===== src/rtl/drive_output_pkg.sv =====
// Shared constants, types and helpers for the status output assignment block.
package drive_output_pkg;

    // Structure sizes.
    localparam int TERM_N = 5;       // Outputs a, b, c, aux relay, fault relay.
    localparam int CODE_W = 11;      // Wide enough for select codes up to 1099.
    localparam int FREQ_W = 16;      // Frequencies in steps of 0.01 Hz.
    localparam int VOLT_W = 16;      // Bus voltage in raw converter counts.
    localparam int IRQ_W  = 5;       // Number of interrupt events.
    localparam int ADDR_W = 8;       // Decoded APB address bits.
    localparam int STAGE_N = 7;      // Motor staging flags.

    // Terminal indices.
    localparam int TERM_A     = 0;
    localparam int TERM_B     = 1;
    localparam int TERM_C     = 2;
    localparam int TERM_AUX   = 3;
    localparam int TERM_FAULT = 4;

    // Select codes; the inverted form is the base code plus 1000 (0x3E8).
    localparam logic [CODE_W-1:0] INVERT_OFFSET = 11'h3E8;
    localparam logic [CODE_W-1:0] CODE_RUNNING  = 11'h000;
    localparam logic [CODE_W-1:0] CODE_REACHED  = 11'h001;
    localparam logic [CODE_W-1:0] CODE_THRESH   = 11'h002;
    localparam logic [CODE_W-1:0] CODE_BUS_LOW  = 11'h003;
    localparam logic [CODE_W-1:0] CODE_LIMITING = 11'h005;
    localparam logic [CODE_W-1:0] CODE_RESTART  = 11'h006;
    localparam logic [CODE_W-1:0] CODE_OVERLOAD = 11'h007;
    localparam logic [CODE_W-1:0] CODE_READY    = 11'h00A;
    localparam logic [CODE_W-1:0] CODE_LINE     = 11'h00B;
    localparam logic [CODE_W-1:0] CODE_SECOND   = 11'h00C;
    localparam logic [CODE_W-1:0] CODE_PRIMARY  = 11'h00D;
    localparam logic [CODE_W-1:0] CODE_OVERHEAT = 11'h038;
    localparam logic [CODE_W-1:0] CODE_STAGE_LO = 11'h03C;
    localparam logic [CODE_W-1:0] CODE_STAGE_HI = 11'h041;
    localparam logic [CODE_W-1:0] CODE_STAGE_4L = 11'h043;
    localparam logic [CODE_W-1:0] CODE_PERIODIC = 11'h044;
    localparam logic [CODE_W-1:0] CODE_PUMP     = 11'h045;
    localparam logic [CODE_W-1:0] CODE_FAULT    = 11'h063;

    // Comparator bands in 0.01 Hz: 2.5 Hz arrival window, 1 Hz hysteresis.
    localparam logic [FREQ_W-1:0] ARRIVAL_TOL = 16'h00FA;
    localparam logic [FREQ_W-1:0] DETECT_HYST = 16'h0064;

    // Byte offsets of the registers; select code t sits at 4*t.
    localparam logic [ADDR_W-1:0] OFS_CODE0      = 8'h00;
    localparam logic [ADDR_W-1:0] OFS_DETECT     = 8'h14;
    localparam logic [ADDR_W-1:0] OFS_START      = 8'h18;
    localparam logic [ADDR_W-1:0] OFS_STOP       = 8'h1C;
    localparam logic [ADDR_W-1:0] OFS_UV         = 8'h20;
    localparam logic [ADDR_W-1:0] OFS_FLAGS      = 8'h24;
    localparam logic [ADDR_W-1:0] OFS_IRQ_STATUS = 8'h28;
    localparam logic [ADDR_W-1:0] OFS_IRQ_MASK   = 8'h2C;

    // Reset values; every select code resets to active-on polarity.
    localparam logic [TERM_N-1:0][CODE_W-1:0] RST_CODES =
        {11'h063, 11'h00A, 11'h002, 11'h001, 11'h000};
    localparam logic [FREQ_W-1:0] RST_DETECT = 16'h1770;
    localparam logic [FREQ_W-1:0] RST_START  = 16'h0032;
    localparam logic [FREQ_W-1:0] RST_STOP   = 16'h0032;
    localparam logic [VOLT_W-1:0] RST_UV     = 16'h00C8;
    localparam logic [IRQ_W-1:0]  RST_MASK   = 5'h00;

    // Interrupt bit positions.
    localparam int IRQ_RUNNING = 0;
    localparam int IRQ_REACHED = 1;
    localparam int IRQ_THRESH  = 2;
    localparam int IRQ_BUS_LOW = 3;
    localparam int IRQ_REJECT  = 4;

    // Flags produced by the rest of the drive.
    typedef struct packed {
        logic                  output_limiting_flag;
        logic                  power_loss_restart_flag;
        logic                  overload_warning_flag;
        logic                  ready;
        logic                  line_contactor_drive;
        logic                  secondary_contactor_drive;
        logic                  primary_contactor_drive;
        logic                  motor_overheat_flag;
        logic [STAGE_N-1:0]    motor_stage;
        logic                  periodic_switch_warning;
        logic                  pump_limit_flag;
        logic                  any_fault_flag;
    } ext_flags_t;

    // All selectable flags, local ones first.
    typedef struct packed {
        logic       running;
        logic       speed_reached_flag;
        logic       speed_threshold_flag;
        logic       dc_bus_low_flag;
        ext_flags_t ext;
    } flags_t;

    // APB request and answer.
    typedef struct packed {
        logic              psel;
        logic              penable;
        logic              pwrite;
        logic [ADDR_W-1:0] paddr;
        logic [31:0]       pwdata;
    } apb_req_t;

    typedef struct packed {
        logic [31:0] prdata;
        logic        pready;
        logic        pslverr;
    } apb_rsp_t;

    // Strips the polarity offset from a select code.
    function automatic logic [CODE_W-1:0] base_of(logic [CODE_W-1:0] code);
        base_of = (code >= INVERT_OFFSET) ? code - INVERT_OFFSET : code;
    endfunction : base_of

    // True when a code names a supported flag with an allowed polarity.
    function automatic logic code_valid(logic [CODE_W-1:0] code);
        logic [CODE_W-1:0] b;
        logic              inv;
        b   = base_of(code);
        inv = (code >= INVERT_OFFSET);
        case (b)
            CODE_RUNNING, CODE_REACHED, CODE_THRESH, CODE_BUS_LOW,
            CODE_LIMITING, CODE_RESTART, CODE_OVERLOAD, CODE_READY,
            CODE_OVERHEAT, CODE_PERIODIC, CODE_PUMP, CODE_FAULT,
            CODE_STAGE_4L: code_valid = 1'b1;
            CODE_LINE, CODE_SECOND, CODE_PRIMARY: code_valid = !inv;
            default: code_valid = (b >= CODE_STAGE_LO) && (b <= CODE_STAGE_HI);
        endcase
    endfunction : code_valid

endpackage : drive_output_pkg


===== src/rtl/status_select_mux.sv =====
// Picks one status flag by select code and applies the code's polarity.
`timescale 1ns/100ps

module status_select_mux
    import drive_output_pkg::*;
(
    input  wire logic [CODE_W-1:0] code,   // Stored select code.
    input  wire flags_t            flags,  // Every selectable flag.
    output logic                   level   // Flag after polarity.
);

    // Pure lookup; the caller registers the result.
    always_comb begin
        logic [CODE_W-1:0] b;
        logic              sel;
        logic              inv;
        sel = 1'b0;
        b   = base_of(code);
        inv = (code >= INVERT_OFFSET);
        case (b)
            CODE_RUNNING:  sel = flags.running;
            CODE_REACHED:  sel = flags.speed_reached_flag;
            CODE_THRESH:   sel = flags.speed_threshold_flag;
            CODE_BUS_LOW:  sel = flags.dc_bus_low_flag;
            CODE_LIMITING: sel = flags.ext.output_limiting_flag;
            CODE_RESTART:  sel = flags.ext.power_loss_restart_flag;
            CODE_OVERLOAD: sel = flags.ext.overload_warning_flag;
            CODE_READY:    sel = flags.ext.ready;
            CODE_LINE:     sel = flags.ext.line_contactor_drive;
            CODE_SECOND:   sel = flags.ext.secondary_contactor_drive;
            CODE_PRIMARY:  sel = flags.ext.primary_contactor_drive;
            CODE_OVERHEAT: sel = flags.ext.motor_overheat_flag;
            CODE_STAGE_4L: sel = flags.ext.motor_stage[STAGE_N-1];
            CODE_PERIODIC: sel = flags.ext.periodic_switch_warning;
            CODE_PUMP:     sel = flags.ext.pump_limit_flag;
            CODE_FAULT:    sel = flags.ext.any_fault_flag;
            default: begin
                // Staging codes 60 to 65 map onto stage bits 0 to 5.
                if (b >= CODE_STAGE_LO && b <= CODE_STAGE_HI) begin
                    sel = flags.ext.motor_stage[3'(b - CODE_STAGE_LO)];
                end else begin
                    sel = 1'b0;
                end
            end
        endcase
        level = sel ^ inv;
    end

endmodule : status_select_mux


===== src/rtl/status_output_assign_mux.sv =====
// Programmable status output terminals with flag logic and APB registers.
`timescale 1ns/100ps

module status_output_assign_mux
    import drive_output_pkg::*;
(
    input  wire logic              clock,          // 25 MHz control clock.
    input  wire logic              rstn,           // Asynchronous, active low.
    input  wire apb_req_t          apb_req,        // APB request.
    output apb_rsp_t               apb_rsp,        // APB answer.
    input  wire logic [FREQ_W-1:0] out_freq,       // Output frequency.
    input  wire logic [FREQ_W-1:0] ref_freq,       // Reference frequency.
    input  wire logic [VOLT_W-1:0] bus_voltage,    // DC link bus voltage.
    input  wire logic              dc_braking,     // DC braking active.
    input  wire logic              uv_tripped,     // Undervoltage trip stop.
    input  wire ext_flags_t        ext_flags,      // Flags from the drive.
    input  wire logic              run_request,    // Run command in.
    output logic                   run_enable,     // Run command accepted.
    output logic                   transistor_out_a,
    output logic                   transistor_out_b,
    output logic                   transistor_out_c,
    output logic                   aux_relay_contact,
    output logic                   fault_relay_make_contact,
    output logic                   fault_relay_break_contact,
    output logic                   irq             // Level interrupt.
);

    // The whole state of the block in one record.
    typedef struct packed {
        logic [TERM_N-1:0][CODE_W-1:0] code;         // Select codes.
        logic [FREQ_W-1:0]             detect_level; // Detection level.
        logic [FREQ_W-1:0]             start_freq;   // Running set level.
        logic [FREQ_W-1:0]             stop_freq;    // Running clear level.
        logic [VOLT_W-1:0]             uv_level;     // Undervoltage level.
        logic                          running;
        logic                          reached;
        logic                          threshold;
        logic                          bus_low;
        logic                          run_enable;
        logic [TERM_N-1:0]             term;         // Terminal levels.
        logic [IRQ_W-1:0]              irq_status;   // Sticky events.
        logic [IRQ_W-1:0]              irq_mask;     // Interrupt enables.
        logic [31:0]                   prdata;       // Read data.
        logic                          irq;
    } state_t;

    state_t              cur;        // Registered state.
    state_t              next_state; // Next value of the state.
    flags_t              flags;      // All flags offered to the selectors.
    logic [TERM_N-1:0]   sel_level;  // Selector results before register.
    logic [IRQ_W-1:0]    events;     // Events raised this cycle.
    logic [FREQ_W-1:0]   diff;       // Absolute frequency error.
    logic                setup;      // APB setup phase.
    logic                access;     // APB access phase.
    logic                mapped;     // Address hits a register.
    logic                bad_code;   // Write carries an unusable code.
    logic [2:0]          term_idx;   // Select code register index.

    // Selectors see the registered local flags, so an output lags its
    // flag by one clock; this keeps the comparators off the output path.
    assign flags.running              = cur.running;
    assign flags.speed_reached_flag   = cur.reached;
    assign flags.speed_threshold_flag = cur.threshold;
    assign flags.dc_bus_low_flag      = cur.bus_low;
    assign flags.ext                  = ext_flags;

    // One selector per terminal.
    for (genvar t = 0; t < TERM_N; t++) begin : g_term
        status_select_mux u_sel (
            .code  (cur.code[t]),
            .flags (flags),
            .level (sel_level[t])
        );
    end

    // Bus phase decode and address checks.
    assign setup    = apb_req.psel && !apb_req.penable;
    assign access   = apb_req.psel && apb_req.penable;
    assign term_idx = apb_req.paddr[4:2];

    // Decides whether the address names a register.
    always_comb begin
        mapped = 1'b0;
        if (apb_req.paddr[1:0] == 2'b00) begin
            if (apb_req.paddr <= OFS_IRQ_MASK) begin
                mapped = 1'b1;
            end
        end
    end

    // A write of an unsupported code, or an inverted contactor code, is
    // refused with an error so software learns its setting did not land.
    always_comb begin
        bad_code = 1'b0;
        if (mapped && apb_req.pwrite && apb_req.paddr < OFS_DETECT) begin
            if (apb_req.pwdata[31:CODE_W] != '0) begin
                bad_code = 1'b1;
            end else if (!code_valid(apb_req.pwdata[CODE_W-1:0])) begin
                bad_code = 1'b1;
            end
        end
    end

    // Zero wait states; errors flag unmapped addresses and bad codes.
    assign apb_rsp.pready  = 1'b1;
    assign apb_rsp.pslverr = access && (!mapped || bad_code);
    assign apb_rsp.prdata  = cur.prdata;

    // Absolute difference between output and reference frequency.
    always_comb begin
        if (out_freq >= ref_freq) begin
            diff = out_freq - ref_freq;
        end else begin
            diff = ref_freq - out_freq;
        end
    end

    // Next-state logic: flags, terminals, registers and interrupts.
    always_comb begin
        next_state = cur;
        events     = '0;

        // Running flag with start/stop levels; braking forces it off.
        if (dc_braking) begin
            next_state.running = 1'b0;
        end else if (out_freq > cur.start_freq) begin
            next_state.running = 1'b1;
        end else if (out_freq < cur.stop_freq) begin
            next_state.running = 1'b0;
        end

        // Arrival window includes its edge.
        next_state.reached = (diff <= ARRIVAL_TOL);

        // Detect flag; the sum avoids wrapping below a low level.
        if (out_freq > cur.detect_level) begin
            next_state.threshold = 1'b1;
        end else if ({1'b0, out_freq} + {1'b0, DETECT_HYST} <
                     {1'b0, cur.detect_level}) begin
            next_state.threshold = 1'b0;
        end

        // Undervoltage flag; equality holds the previous state.
        if (uv_tripped) begin
            next_state.bus_low = 1'b1;
        end else if (bus_voltage < cur.uv_level) begin
            next_state.bus_low = 1'b1;
        end else if (bus_voltage > cur.uv_level) begin
            next_state.bus_low = 1'b0;
        end

        // Run commands pass only while the bus is healthy.
        next_state.run_enable = run_request && !cur.bus_low;

        // Terminal levels follow the selectors one clock later.
        next_state.term = sel_level;

        // Rising edges of the local flags and refused runs are events.
        events[IRQ_RUNNING] = next_state.running && !cur.running;
        events[IRQ_REACHED] = next_state.reached && !cur.reached;
        events[IRQ_THRESH]  = next_state.threshold && !cur.threshold;
        events[IRQ_BUS_LOW] = next_state.bus_low && !cur.bus_low;
        events[IRQ_REJECT]  = run_request && cur.bus_low;

        // A status read clears only the bits it returned; an event that
        // lands in the setup or access cycle survives for the next read.
        if (access && !apb_req.pwrite && mapped &&
            apb_req.paddr == OFS_IRQ_STATUS) begin
            next_state.irq_status = (cur.irq_status &
                                     ~cur.prdata[IRQ_W-1:0]) | events;
        end else begin
            next_state.irq_status = cur.irq_status | events;
        end

        // Register writes take effect at the end of the access phase.
        if (access && apb_req.pwrite && mapped) begin
            if (apb_req.paddr < OFS_DETECT) begin
                if (!bad_code) begin
                    next_state.code[term_idx] =
                        apb_req.pwdata[CODE_W-1:0];
                end
            end else begin
                case (apb_req.paddr)
                    OFS_DETECT: begin
                        next_state.detect_level = apb_req.pwdata[FREQ_W-1:0];
                    end
                    OFS_START: begin
                        next_state.start_freq = apb_req.pwdata[FREQ_W-1:0];
                    end
                    OFS_STOP: begin
                        next_state.stop_freq = apb_req.pwdata[FREQ_W-1:0];
                    end
                    OFS_UV: begin
                        next_state.uv_level = apb_req.pwdata[VOLT_W-1:0];
                    end
                    OFS_IRQ_MASK: begin
                        next_state.irq_mask = apb_req.pwdata[IRQ_W-1:0];
                    end
                    default: begin
                        // Read-only registers ignore writes.
                        next_state.irq_mask = cur.irq_mask;
                    end
                endcase
            end
        end

        // Read data is captured in the setup cycle and held for access.
        if (setup) begin
            next_state.prdata = '0;
            if (mapped && apb_req.paddr < OFS_DETECT) begin
                next_state.prdata[CODE_W-1:0] = cur.code[term_idx];
            end else if (mapped) begin
                case (apb_req.paddr)
                    OFS_DETECT: begin
                        next_state.prdata[FREQ_W-1:0] = cur.detect_level;
                    end
                    OFS_START: begin
                        next_state.prdata[FREQ_W-1:0] = cur.start_freq;
                    end
                    OFS_STOP: begin
                        next_state.prdata[FREQ_W-1:0] = cur.stop_freq;
                    end
                    OFS_UV: begin
                        next_state.prdata[VOLT_W-1:0] = cur.uv_level;
                    end
                    OFS_FLAGS: begin
                        next_state.prdata[4:0] = {cur.run_enable,
                                                  cur.bus_low,
                                                  cur.threshold,
                                                  cur.reached,
                                                  cur.running};
                    end
                    OFS_IRQ_STATUS: begin
                        next_state.prdata[IRQ_W-1:0] = cur.irq_status;
                    end
                    OFS_IRQ_MASK: begin
                        next_state.prdata[IRQ_W-1:0] = cur.irq_mask;
                    end
                    default: begin
                        next_state.prdata = '0;
                    end
                endcase
            end
        end

        // Interrupt is high while any unmasked status bit is set.
        next_state.irq = |(next_state.irq_status & next_state.irq_mask);
    end

    // State register; reset leaves terminals off and relays released.
    // Codes return to active-on polarity so no terminal starts inverted.
    always_ff @(posedge clock or negedge rstn) begin
        if (!rstn) begin
            cur              <= '0;
            cur.code         <= RST_CODES;
            cur.detect_level <= RST_DETECT;
            cur.start_freq   <= RST_START;
            cur.stop_freq    <= RST_STOP;
            cur.uv_level     <= RST_UV;
            cur.irq_mask     <= RST_MASK;
        end else begin
            cur <= next_state;
        end
    end

    // Terminal pins. A terminal set to inverted polarity reads active
    // while the drive is unpowered, since an unpowered output is off;
    // the outside must interlock for that and mask the start-up period.
    assign transistor_out_a  = cur.term[TERM_A];
    assign transistor_out_b  = cur.term[TERM_B];
    assign transistor_out_c  = cur.term[TERM_C];
    assign aux_relay_contact = cur.term[TERM_AUX];

    // The fault relay coil drives make closed and break open together.
    assign fault_relay_make_contact  = cur.term[TERM_FAULT];
    assign fault_relay_break_contact = !cur.term[TERM_FAULT];

    // Remaining registered outputs.
    assign run_enable = cur.run_enable;
    assign irq        = cur.irq;

endmodule : status_output_assign_mux


===== config.mk =====
export PLATFORM = sky130hd
export DESIGN_NAME = status_output_assign_mux
export DESIGN_NICKNAME = d
export VERILOG_FILES = /design/src/rtl/drive_output_pkg.sv /design/src/rtl/status_select_mux.sv /design/src/rtl/status_output_assign_mux.sv
export SDC_FILE = /design/constraint.sdc
export NUM_CORES = 1
export LEC_CHECK = 0
export CAP_MARGIN = 20
export CELL_PAD_IN_SITES_DETAIL_PLACEMENT = 1
export CELL_PAD_IN_SITES_GLOBAL_PLACEMENT = 2
export CORE_ASPECT_RATIO = 1.5
export CORE_MARGIN = 1
export CORE_UTILIZATION = 39
export CTS_CLUSTER_DIAMETER = 50
export DETAILED_ROUTE_END_ITERATION = 8
export DONT_BUFFER_PORTS = 1
export PLACE_DENSITY = 0.91
export SYNTH_ARGS = -nofsm -noshare
export SYNTH_HDL_FRONTEND = slang
export SYNTH_SLANG_ARGS = --single-unit

===== constraint.sdc =====
create_clock -name clock -period 8.8 [get_ports clock]
set_clock_uncertainty 0.05 [all_clocks]
set_input_delay 1.32 -clock clock [delete_from_list [all_inputs] [get_ports clock]]
set_output_delay 1.32 -clock clock [all_outputs]
set_load 0.05 [all_outputs]

### After elaboration in Yosys (flattened, before gate mapping)

Cells that the tools add are included.

| storage, ports and cells | value |
|---|---|
| register bits after elaboration | 172 |
| output and inout port bits | 42 |
| logic and storage cells | 284 |
| bits of input ports | 114 |

| operators by class | value |
|---|---|
| muxes and demuxes | 57 |
| eq/ne operators | 97 |
| add/subtract/negate cells | 14 |
| order comparisons | 35 |
| reduce and logical (&&, ||, !) cells | 50 |
| bitwise logic cells | 12 |

Operator list:

| kind | number |
|---|---|
| 11-bit by 4-bit == test with 1-bit output (second input constant) | 24 |
| 11-bit by 7-bit == test with 1-bit output (second input constant) | 24 |
| 11-bit by 3-bit == test with 1-bit output (second input constant) | 18 |
| 11-bit by 2-bit == test with 1-bit output (second input constant) | 12 |
| 11-bit 2-to-1 mux | 9 |
| 1-bit one-hot mux with 16 select lines | 5 |
| 11-bit by 1-bit == test with 1-bit output (second input constant) | 6 |
| 11-bit by 6-bit == test with 1-bit output (second input constant) | 6 |
| 11-bit by 10-bit greater-or-equal comparator with 1-bit output (second input constant) | 6 |
| 11-bit by 6-bit greater-or-equal comparator with 1-bit output (second input constant) | 6 |
| 11-bit by 7-bit less-or-equal comparator with 1-bit output (second input constant) | 6 |
| 11-bit logical NOT | 6 |
| 11-bit by 10-bit subtractor with 11-bit output (second input constant) | 6 |
| 55-bit bitwise mux | 1 |
| 16-bit greater-than comparator | 3 |
| 11-bit one-hot mux with 4 select lines | 1 |
| 5-bit one-hot mux with 7 select lines | 1 |
| 11-bit binary-select mux with 3-bit select | 1 |
| 11-bit demux with 3-bit select | 1 |
| 8-bit by 6-bit == test with 1-bit output (second input constant) | 4 |
| 16-bit < comparator | 2 |
| 16-bit 2-to-1 mux | 2 |
| 16-bit subtractor | 2 |
| 1-bit 2-to-1 mux | 25 |
| 28 further kinds | 88 |

### Logic depth before layout (Yosys ltp)

Gate-level depths: netlist of run 1.

| depth | value |
|---|---|
| depth in word-level cells | 12 |
| gate-level depth with buffers | 13 |
| mapped depth without buffers | 12 |

### Hierarchy

From an unflattened synthesis of run 1, not the netlist that was laid out.

| second synthesis, totals | value |
|---|---|
| cells, all modules | 1,702 |
| area total of the unflattened synthesis | 15,389.8 um2 |

By module, submodules not included:

| module | cells each | times used | sequential area each (um2) | area an instance (um2) |
|---|---|---|---|---|
| status_output_assign_mux | 1,143 | 1 | 3,933.8 | 11,238.3 |
| status_select_mux (g_term[0].u_sel ...) | 113 | 4 | 0.0 | 847.1 |
| status_select_mux (g_term[4].u_sel) | 107 | 1 | 0.0 | 763.2 |

### Worst setup path after synthesis of run 1

Ideal clock, no wire load.

| timing | value |
|---|---|
| path kind | input to output |
| start | input apb_req[3] in the netlist's numbering |
| end | output apb_rsp[0] in the netlist's numbering |
| data required time | 7.430 ns |
| arrival time | 4.102 ns |
| path slack | 3.328 ns |
| path buffers | 1 |
| cell stages on the path | 12 |
| cell sequence | clkbuf_1 > clkinv_1 > ha_1 > nor2b_1 > a41oi_1 > o21a_1 > o22ai_1 > or2_1 > o21ai_1 > a21o_1 > nor2b_1 > o22ai_1 |

RTL lines:

| what | RTL line | source |
|---|---|---|
| from (decl) | status_output_assign_mux.sv:9 | `input wire apb_req_t apb_req,` |
| to (decl) | status_output_assign_mux.sv:10 | `output apb_rsp_t apb_rsp,` |

==> results of run 1 <==
stage by stage:
step           power [µW]  hold slack (ns)  utilization [%]  cell area (µm²)  std cells
4_1_cts              1760            0.474             41.3            15500       2155
3_5_place_dp          995            0.469             39.7            14900       2123
3_3_place_gp          988            0.458             39.7            14900       2123
2_1_floorplan         952            0.401                -            14900       1759
5_1_grt              1800            0.483             41.3            15500       2155
6_report             1750            0.474             41.3            15500       2155
power by group through the flow:
stage | Clock, µW | Sequential (µW) | Combinational [µW]
2_1_floorplan | 0 | 739 | 213
3_3_place_gp | 0 | 745 | 243
3_5_place_dp | 0 | 745 | 250
4_1_cts | 779 | 732 | 251
5_1_grt | 796 | 732 | 276
6_report | 766 | 732 | 253
synthesized netlist by cell type, types with 22 or more instances:
library cell | count | area (µm²)
buf_2 | 24 | 120
mux4_2 | 24 | 541
mux2i_1 | 52 | 521
nor2_1 | 87 | 327
dfrtp_1 | 132 | 3300
buf_4 | 36 | 270
a21o_1 | 43 | 323
mux2_2 | 56 | 631
nand3_1 | 42 | 210
a22oi_1 | 22 | 165
o21ai_0 | 138 | 691
xnor2_1 | 27 | 236
nand2_1 | 162 | 608
nor3_1 | 33 | 165
a21oi_1 | 80 | 400
clkbuf_1 | 64 | 240
dfstp_2 | 24 | 631
inv_1 | 147 | 552
nand4_1 | 33 | 206
ha_1 | 115 | 1440
cell type report:
class                      instances  area share (%)
clock buffer                      21            3.03
timing repair buffer               8           0.387
clock inverter                    11           0.854
tap                              489            3.94
sequential                       156            25.3
inverter                         150            3.63
multi-input combinational       1320            62.8
path summary, 6_finish.rpt:
path,endpoint,slack (ns),cells past startpoint,start
max in group asynchronous,cur[128],7.79,0,rstn
min,cur[56],0.47,2,cur[56]
min in group asynchronous,transistor_out_a,0.51,0,rstn
max,apb_rsp[0],3.35,12,apb_req[3]
max reg2reg,transistor_out_c,5.11,11,cur[142]
min reg2reg,cur[56],0.47,2,cur[56]
worst reg2reg max path, delay by kind of cell, from the launching register on:
family / cells / cell delay (ns)
and+or+nand+nor: 2 / 0.51
muxes: 2 / 0.82
DFF: 1 / 0.50
AOI/OAI and AO/OA: 4 / 0.89
adders and majority gates: 1 / 0.44
buffers and inverters: 1 / 0.27
xor gates and xnor gates: 1 / 0.14
metal layers:
metal  GRT usage (%)  up-vias  part of all wire, %
met4            14.5        0                  5.2
met2            52.1      357                   54
li1                -     6158                    -
met3            4.54      116                  4.3
met5               0        -                    0
met1            27.9     6744                   36
state kept, by name (all words and copies together) (netlist names):
name                      flops
apb_rsp                      16
aux_relay_contact             1
cur                         133
fault_relay_make_contact      1
irq                           1
run_enable                    1
transistor_out_a              1
transistor_out_b              1
transistor_out_c              1
layout by cell type, fill, tap and decap left out, types with 18 or more instances in the layout:
cell	instances
xnor2_1	27
ha_1	115
nor3_1	30
a31oi_1	18
mux4_2	24
mux2_2	56
dfstp_2	24
a21oi_1	80
nand2b_1	18
nand2_1	162
o21ai_0	138
nor2b_1	21
dfrtp_1	132
nor2_1	87
inv_1	147
nand3_1	42
a22oi_1	22
nand4_1	33
a21o_1	43
mux2i_1	52
cells by family after synthesis:
family          Yosys count  share of synthesized area (%)
compound gates          496                           22.8
xor+xnor                 38                           2.29
fa+ha+maj               117                           9.95
buf+inv                 283                           8.37
flops                   156                           26.5
mux                     144                           12.4
other cells               2                         0.0505
simple gates            508                           17.7
==> results.yml, run 1 <==
clock_network:
  path_clk_slew_ns: 0.06
  insertion_delay_ns: 0.45
  cts_setup_buffers: 0
  cts_buffer_depth: 2
  root_buffer: "clkbuf_16"
  htreeDepth: 4
  cts_buffers: 17
  ctsHoldBuffers: 0
  cts_resized: 0
  tritoncts: "done"
  numClockSinks: 156
pwr:
  clkPwrFrac_pct: 43.7
  p_int_uw: 1260
  p_sw_uw: 488
  seq_power_share_pct: 41.8
  power_frac_comb_pct: 14.4
  p_leak_uw: 0.00699
  sw_frac_of_total_pct: 27.9
  power_density_nw_per_um2: 113
  vdd.ir_drop.worst_uv: 138
cells_and_area:
  nFillCells: 4423
  diodes: 0
  layout-drive-gt1-share_pct: 11.0
  regArea_um2: 3930
  multi_input_area_um2: 9750
  nets: 1884
  synthToLayoutAreaGrowth_pct: 4.48
die:
  die_y_um: 241
  rows: 87
  initial_utilization_pct: 39.6
  fp.coreArea_um2: 37600
  io_pins: 156
  die_w_um: 161
  die_area_um2: 38900
worst_setup_path:
  cp_top_family: "compound AO/OA/AOI/OAI gates"
  worst-path-buf-inv: 2
  critPathLaunchType: "input pin"
  cpPeakStageDelay_ns: 0.36
  worstPathArrival_ns: 4.08
  cp.required_ns: 7.43
  crit_path_cell_trace: "clkinv_1, ha_1, nor2b_1, a41oi_1, o21a_1, o22ai_1, or2_1, o21ai_0, a21o_1, nor2b_1, o22ai_1, buf_4"
  crit_fanout: 9
  crit_type: "in -> out"
  cp-end-kind: "output pin"
  cpMaxStageDelayCell: "ha_1"
global_routing:
  grt_pass1_wl_mm: 80.7
  grt_max_degree: 157
  antenna_found_initial: 0
  grt_pass1_vias: 14000
  grt_overflow: 0
  grt.total_usage_pct: 27.2
placement:
  post-dp-hpwl_mm: 41.5
  port_buffers: 0
  pre_cts_slack_ns: 3.44
  finalWeightedCongestion: 0.954
timing:
  max-slew-margin-rel_pct: 19.3
  tightest_slew_ns: 1.20
  hold_violations: 0
  slew_viol_final: 0
  max_freq_mhz: 183
  grt_setup_unrepaired: "no"
  setup_viol: 0
  fin_crit_ns: 5.45
  final.setup.tns_ns: 0
  worst_slack_ns: 3.35
  finalCritPeriodShare_pct: 61.9
worst_hold_path:
  worstHoldPathType: "reg -> reg"
synthesis:
  synth.avg_cell_area_um2: 8.52
  synth_cells: 1744
  synthArstFlopShare_pct: 100
  yosysSeqAreaShare_pct: 26.5
  ys.flop_type: "dfrtp_1"
  yosysWarnings: 0
  synth_edf_count: 0
  syn_area_um2: 14900
  ys_ff_latch: 156
  synth_cell_types: 108
drt:
  vias: 13400
  drt_wl_total_mm: 52.9
  viasPerCell: 6.21
  drtIter0Drc: 722
  antenna_left: 0
  first_pass_iters: 5
  routedWlPerCell_um: 24.5
  drc: 0
flow_run:
  max-cap-violations: 0
outcome:
  outcome: "finished, final reports clean"
Power figures use the tool's default switching activity.
==> run 2: changes to the inputs <==
clock period = 5.15 ns   (was 8.8 ns; I/O delays follow)
==> results.yml, run 2 (same netlist as run 1, synthesis figures left out) <==
outcome:
  outcome: "finished, final reports clean"
die:
  die_y_um: 241
  die_area_um2: 38900
  io_pins: 156
  die_w_um: 161
  initial_utilization_pct: 39.6
  fp.coreArea_um2: 37600
  rows: 87
drt:
  dr_wl_met2_mm: 28.9
  vias: 13600
  viasPerCell: 6.29
  drtIter0Drc: 695
  routedWlPerCell_um: 24.9
  drc: 0
  routed.top_layer: "met4"
  first_pass_iters: 7
  met1_length_mm: 19.4
  drt_wl_total_mm: 53.6
  wl_met3_mm: 2.58
  antenna_left: 0
cells_and_area:
  largest_register: "cur"
  diodes: 0
  nFillCells: 4481
  nets: 1887
  regArea_um2: 3930
  final_core_util_pct: 41.4
  multi_input_area_um2: 9750
  layout-drive-gt1-share_pct: 11.2
  largest_reg_flops: 133
  layout_common_cells: "nand2_1 (162), inv_1 (147), o21ai_0 (138), dfrtp_1 (132), ha_1 (115)"
  synthToLayoutAreaGrowth_pct: 4.68
  final_common_cell: "nand2_1"
  fin_cells: 2158
timing:
  setup_viol: 0
  grt_setup_unrepaired: "no"
  max-slew-margin-rel_pct: 31.5
  fin_crit_ns: 4.41
  hold_violations: 0
  worst_slack_ns: 0.742
  max_freq_mhz: 227
  final.setup.tns_ns: 0
  tightest_slew_ns: 1.02
  slew_viol_final: 0
  finalCritPeriodShare_pct: 85.6
pwr:
  vdd.ir_drop.worst_uv: 246
  finalPower_uw: 3010
  p_leak_uw: 0.00699
  power_density_nw_per_um2: 194
clock_network:
  cts_resized: 0
  cts_buffer_depth: 2
  root_buffer: "clkbuf_16"
  htreeDepth: 4
  cts_buffers: 17
  numClockSinks: 156
  insertion_delay_ns: 0.45
  tritoncts: "done"
  path_clk_slew_ns: 0.07
worst_setup_path:
  crit_fanout: 9
  cp-end-kind: "output pin"
  crit_path_cell_trace: "clkinv_1, ha_1, nor2b_1, a41oi_1, o21a_1, o22ai_1, or2_1, o21ai_1, a21o_1, nor2b_1, o22ai_1, buf_4"
  critPathLaunch: "apb_req[3]"
  r2r_start: "cur[142]"
  cpMaxStageDelayCell: "ha_1"
  cpPeakStageDelay_ns: 0.38
  cp.required_ns: 4.33
  crit_type: "in -> out"
  worstPathArrival_ns: 3.59
  critPathLaunchType: "input pin"
global_routing:
  grt.total_usage_pct: 27.9
  grt_max_degree: 133
  antenna_found_initial: 0
  grt_pass1_vias: 14400
  grt_pass1_wl_mm: 82.9
  grt_overflow: 0
placement:
  finalWeightedCongestion: 0.951
  dp.cells: 2125
  pre_cts_slack_ns: 0.901
  post-dp-hpwl_mm: 41.8
  port_buffers: 0
worst_hold_path:
  worstHoldPathType: "in -> async"
flow_run:
  max-cap-violations: 0
run 2: changes by cell type in the layout (fill, tap and decap cells not counted):
cell and delta:
clkbuf_8 -3, buf_4 +2, clkinvlp_4 +2, inv_8 +2, buf_16 +1, clkinv_4 -1
run 2: timing repair:
item | 4_1_cts | 5_1_grt
buffers inserted | 0 | 0
hold buffers | 1 | 0
endpoints found under the hold margin | 132 | 0
endpoints found under the setup margin | 0 | 0
run 2: path summary, 6_finish.rpt:
| check | cells past startpoint | end | slack (ns) |
|---|---|---|---|
| max | 12 | apb_rsp[0] | 0.74 |
| min | 0 | cur[140] | 0.11 |
| max reg2reg | 11 | transistor_out_c | 1.54 |
| min reg2reg | 2 | cur[59] | 0.45 |
| max in group asynchronous | 1 | cur[84] | 4.22 |
| min in group clock | 1 | cur[52] | 0.33 |
run 2: per-stage QoR:
step	hold slack [ns]	cell area [µm²]
5_1_grt	0.0989	15600
6_report	0.107	15600
3_5_place_dp	0.430	14900
4_1_cts	0.0969	15600
3_3_place_gp	0.431	14900
2_1_floorplan	0.401	14900
run 2: critical path: cells and delay by family:
| kind | cells | cell delay, ns |
|---|---|---|
| adders and majority gates | 1 | 0.38 |
| buffers and inverters | 2 | 0.57 |
| and+or+nand+nor | 3 | 0.55 |
| AOI/OAI and AO/OA | 6 | 1.31 |
run 2: power breakdown:
| part | leakage, µW | switching (µW) | total (µW) | internal [µW] |
|---|---|---|---|---|
| clock network | 0.000277 | 578 | 1300 | 724 |
| registers | 0.00183 | 15.6 | 1250 | 1230 |
| logic | 0.00489 | 290 | 458 | 168 |
| total | 0.00699 | 884 | 3010 | 2130 |
run 2: layer usage:
| metal | GRT usage (%) | up-vias |
|---|---|---|
| li1 | - | 6164 |
| met1 | 28.9 | 6859 |
| met2 | 53.0 | 421 |
| met3 | 4.69 | 135 |
| met4 | 15.1 | 0 |
| met5 | 0 | - |
run 2: final cells by class:
cell class              count  share of cell area [%]
clock inverters            14                    1.04
inverters                 150                    3.62
repair buffers             11                   0.660
clock buffers              18                    2.76
multi-input cells        1320                    62.7
well taps                 489                    3.93
flip-flops and latches    156                    25.3
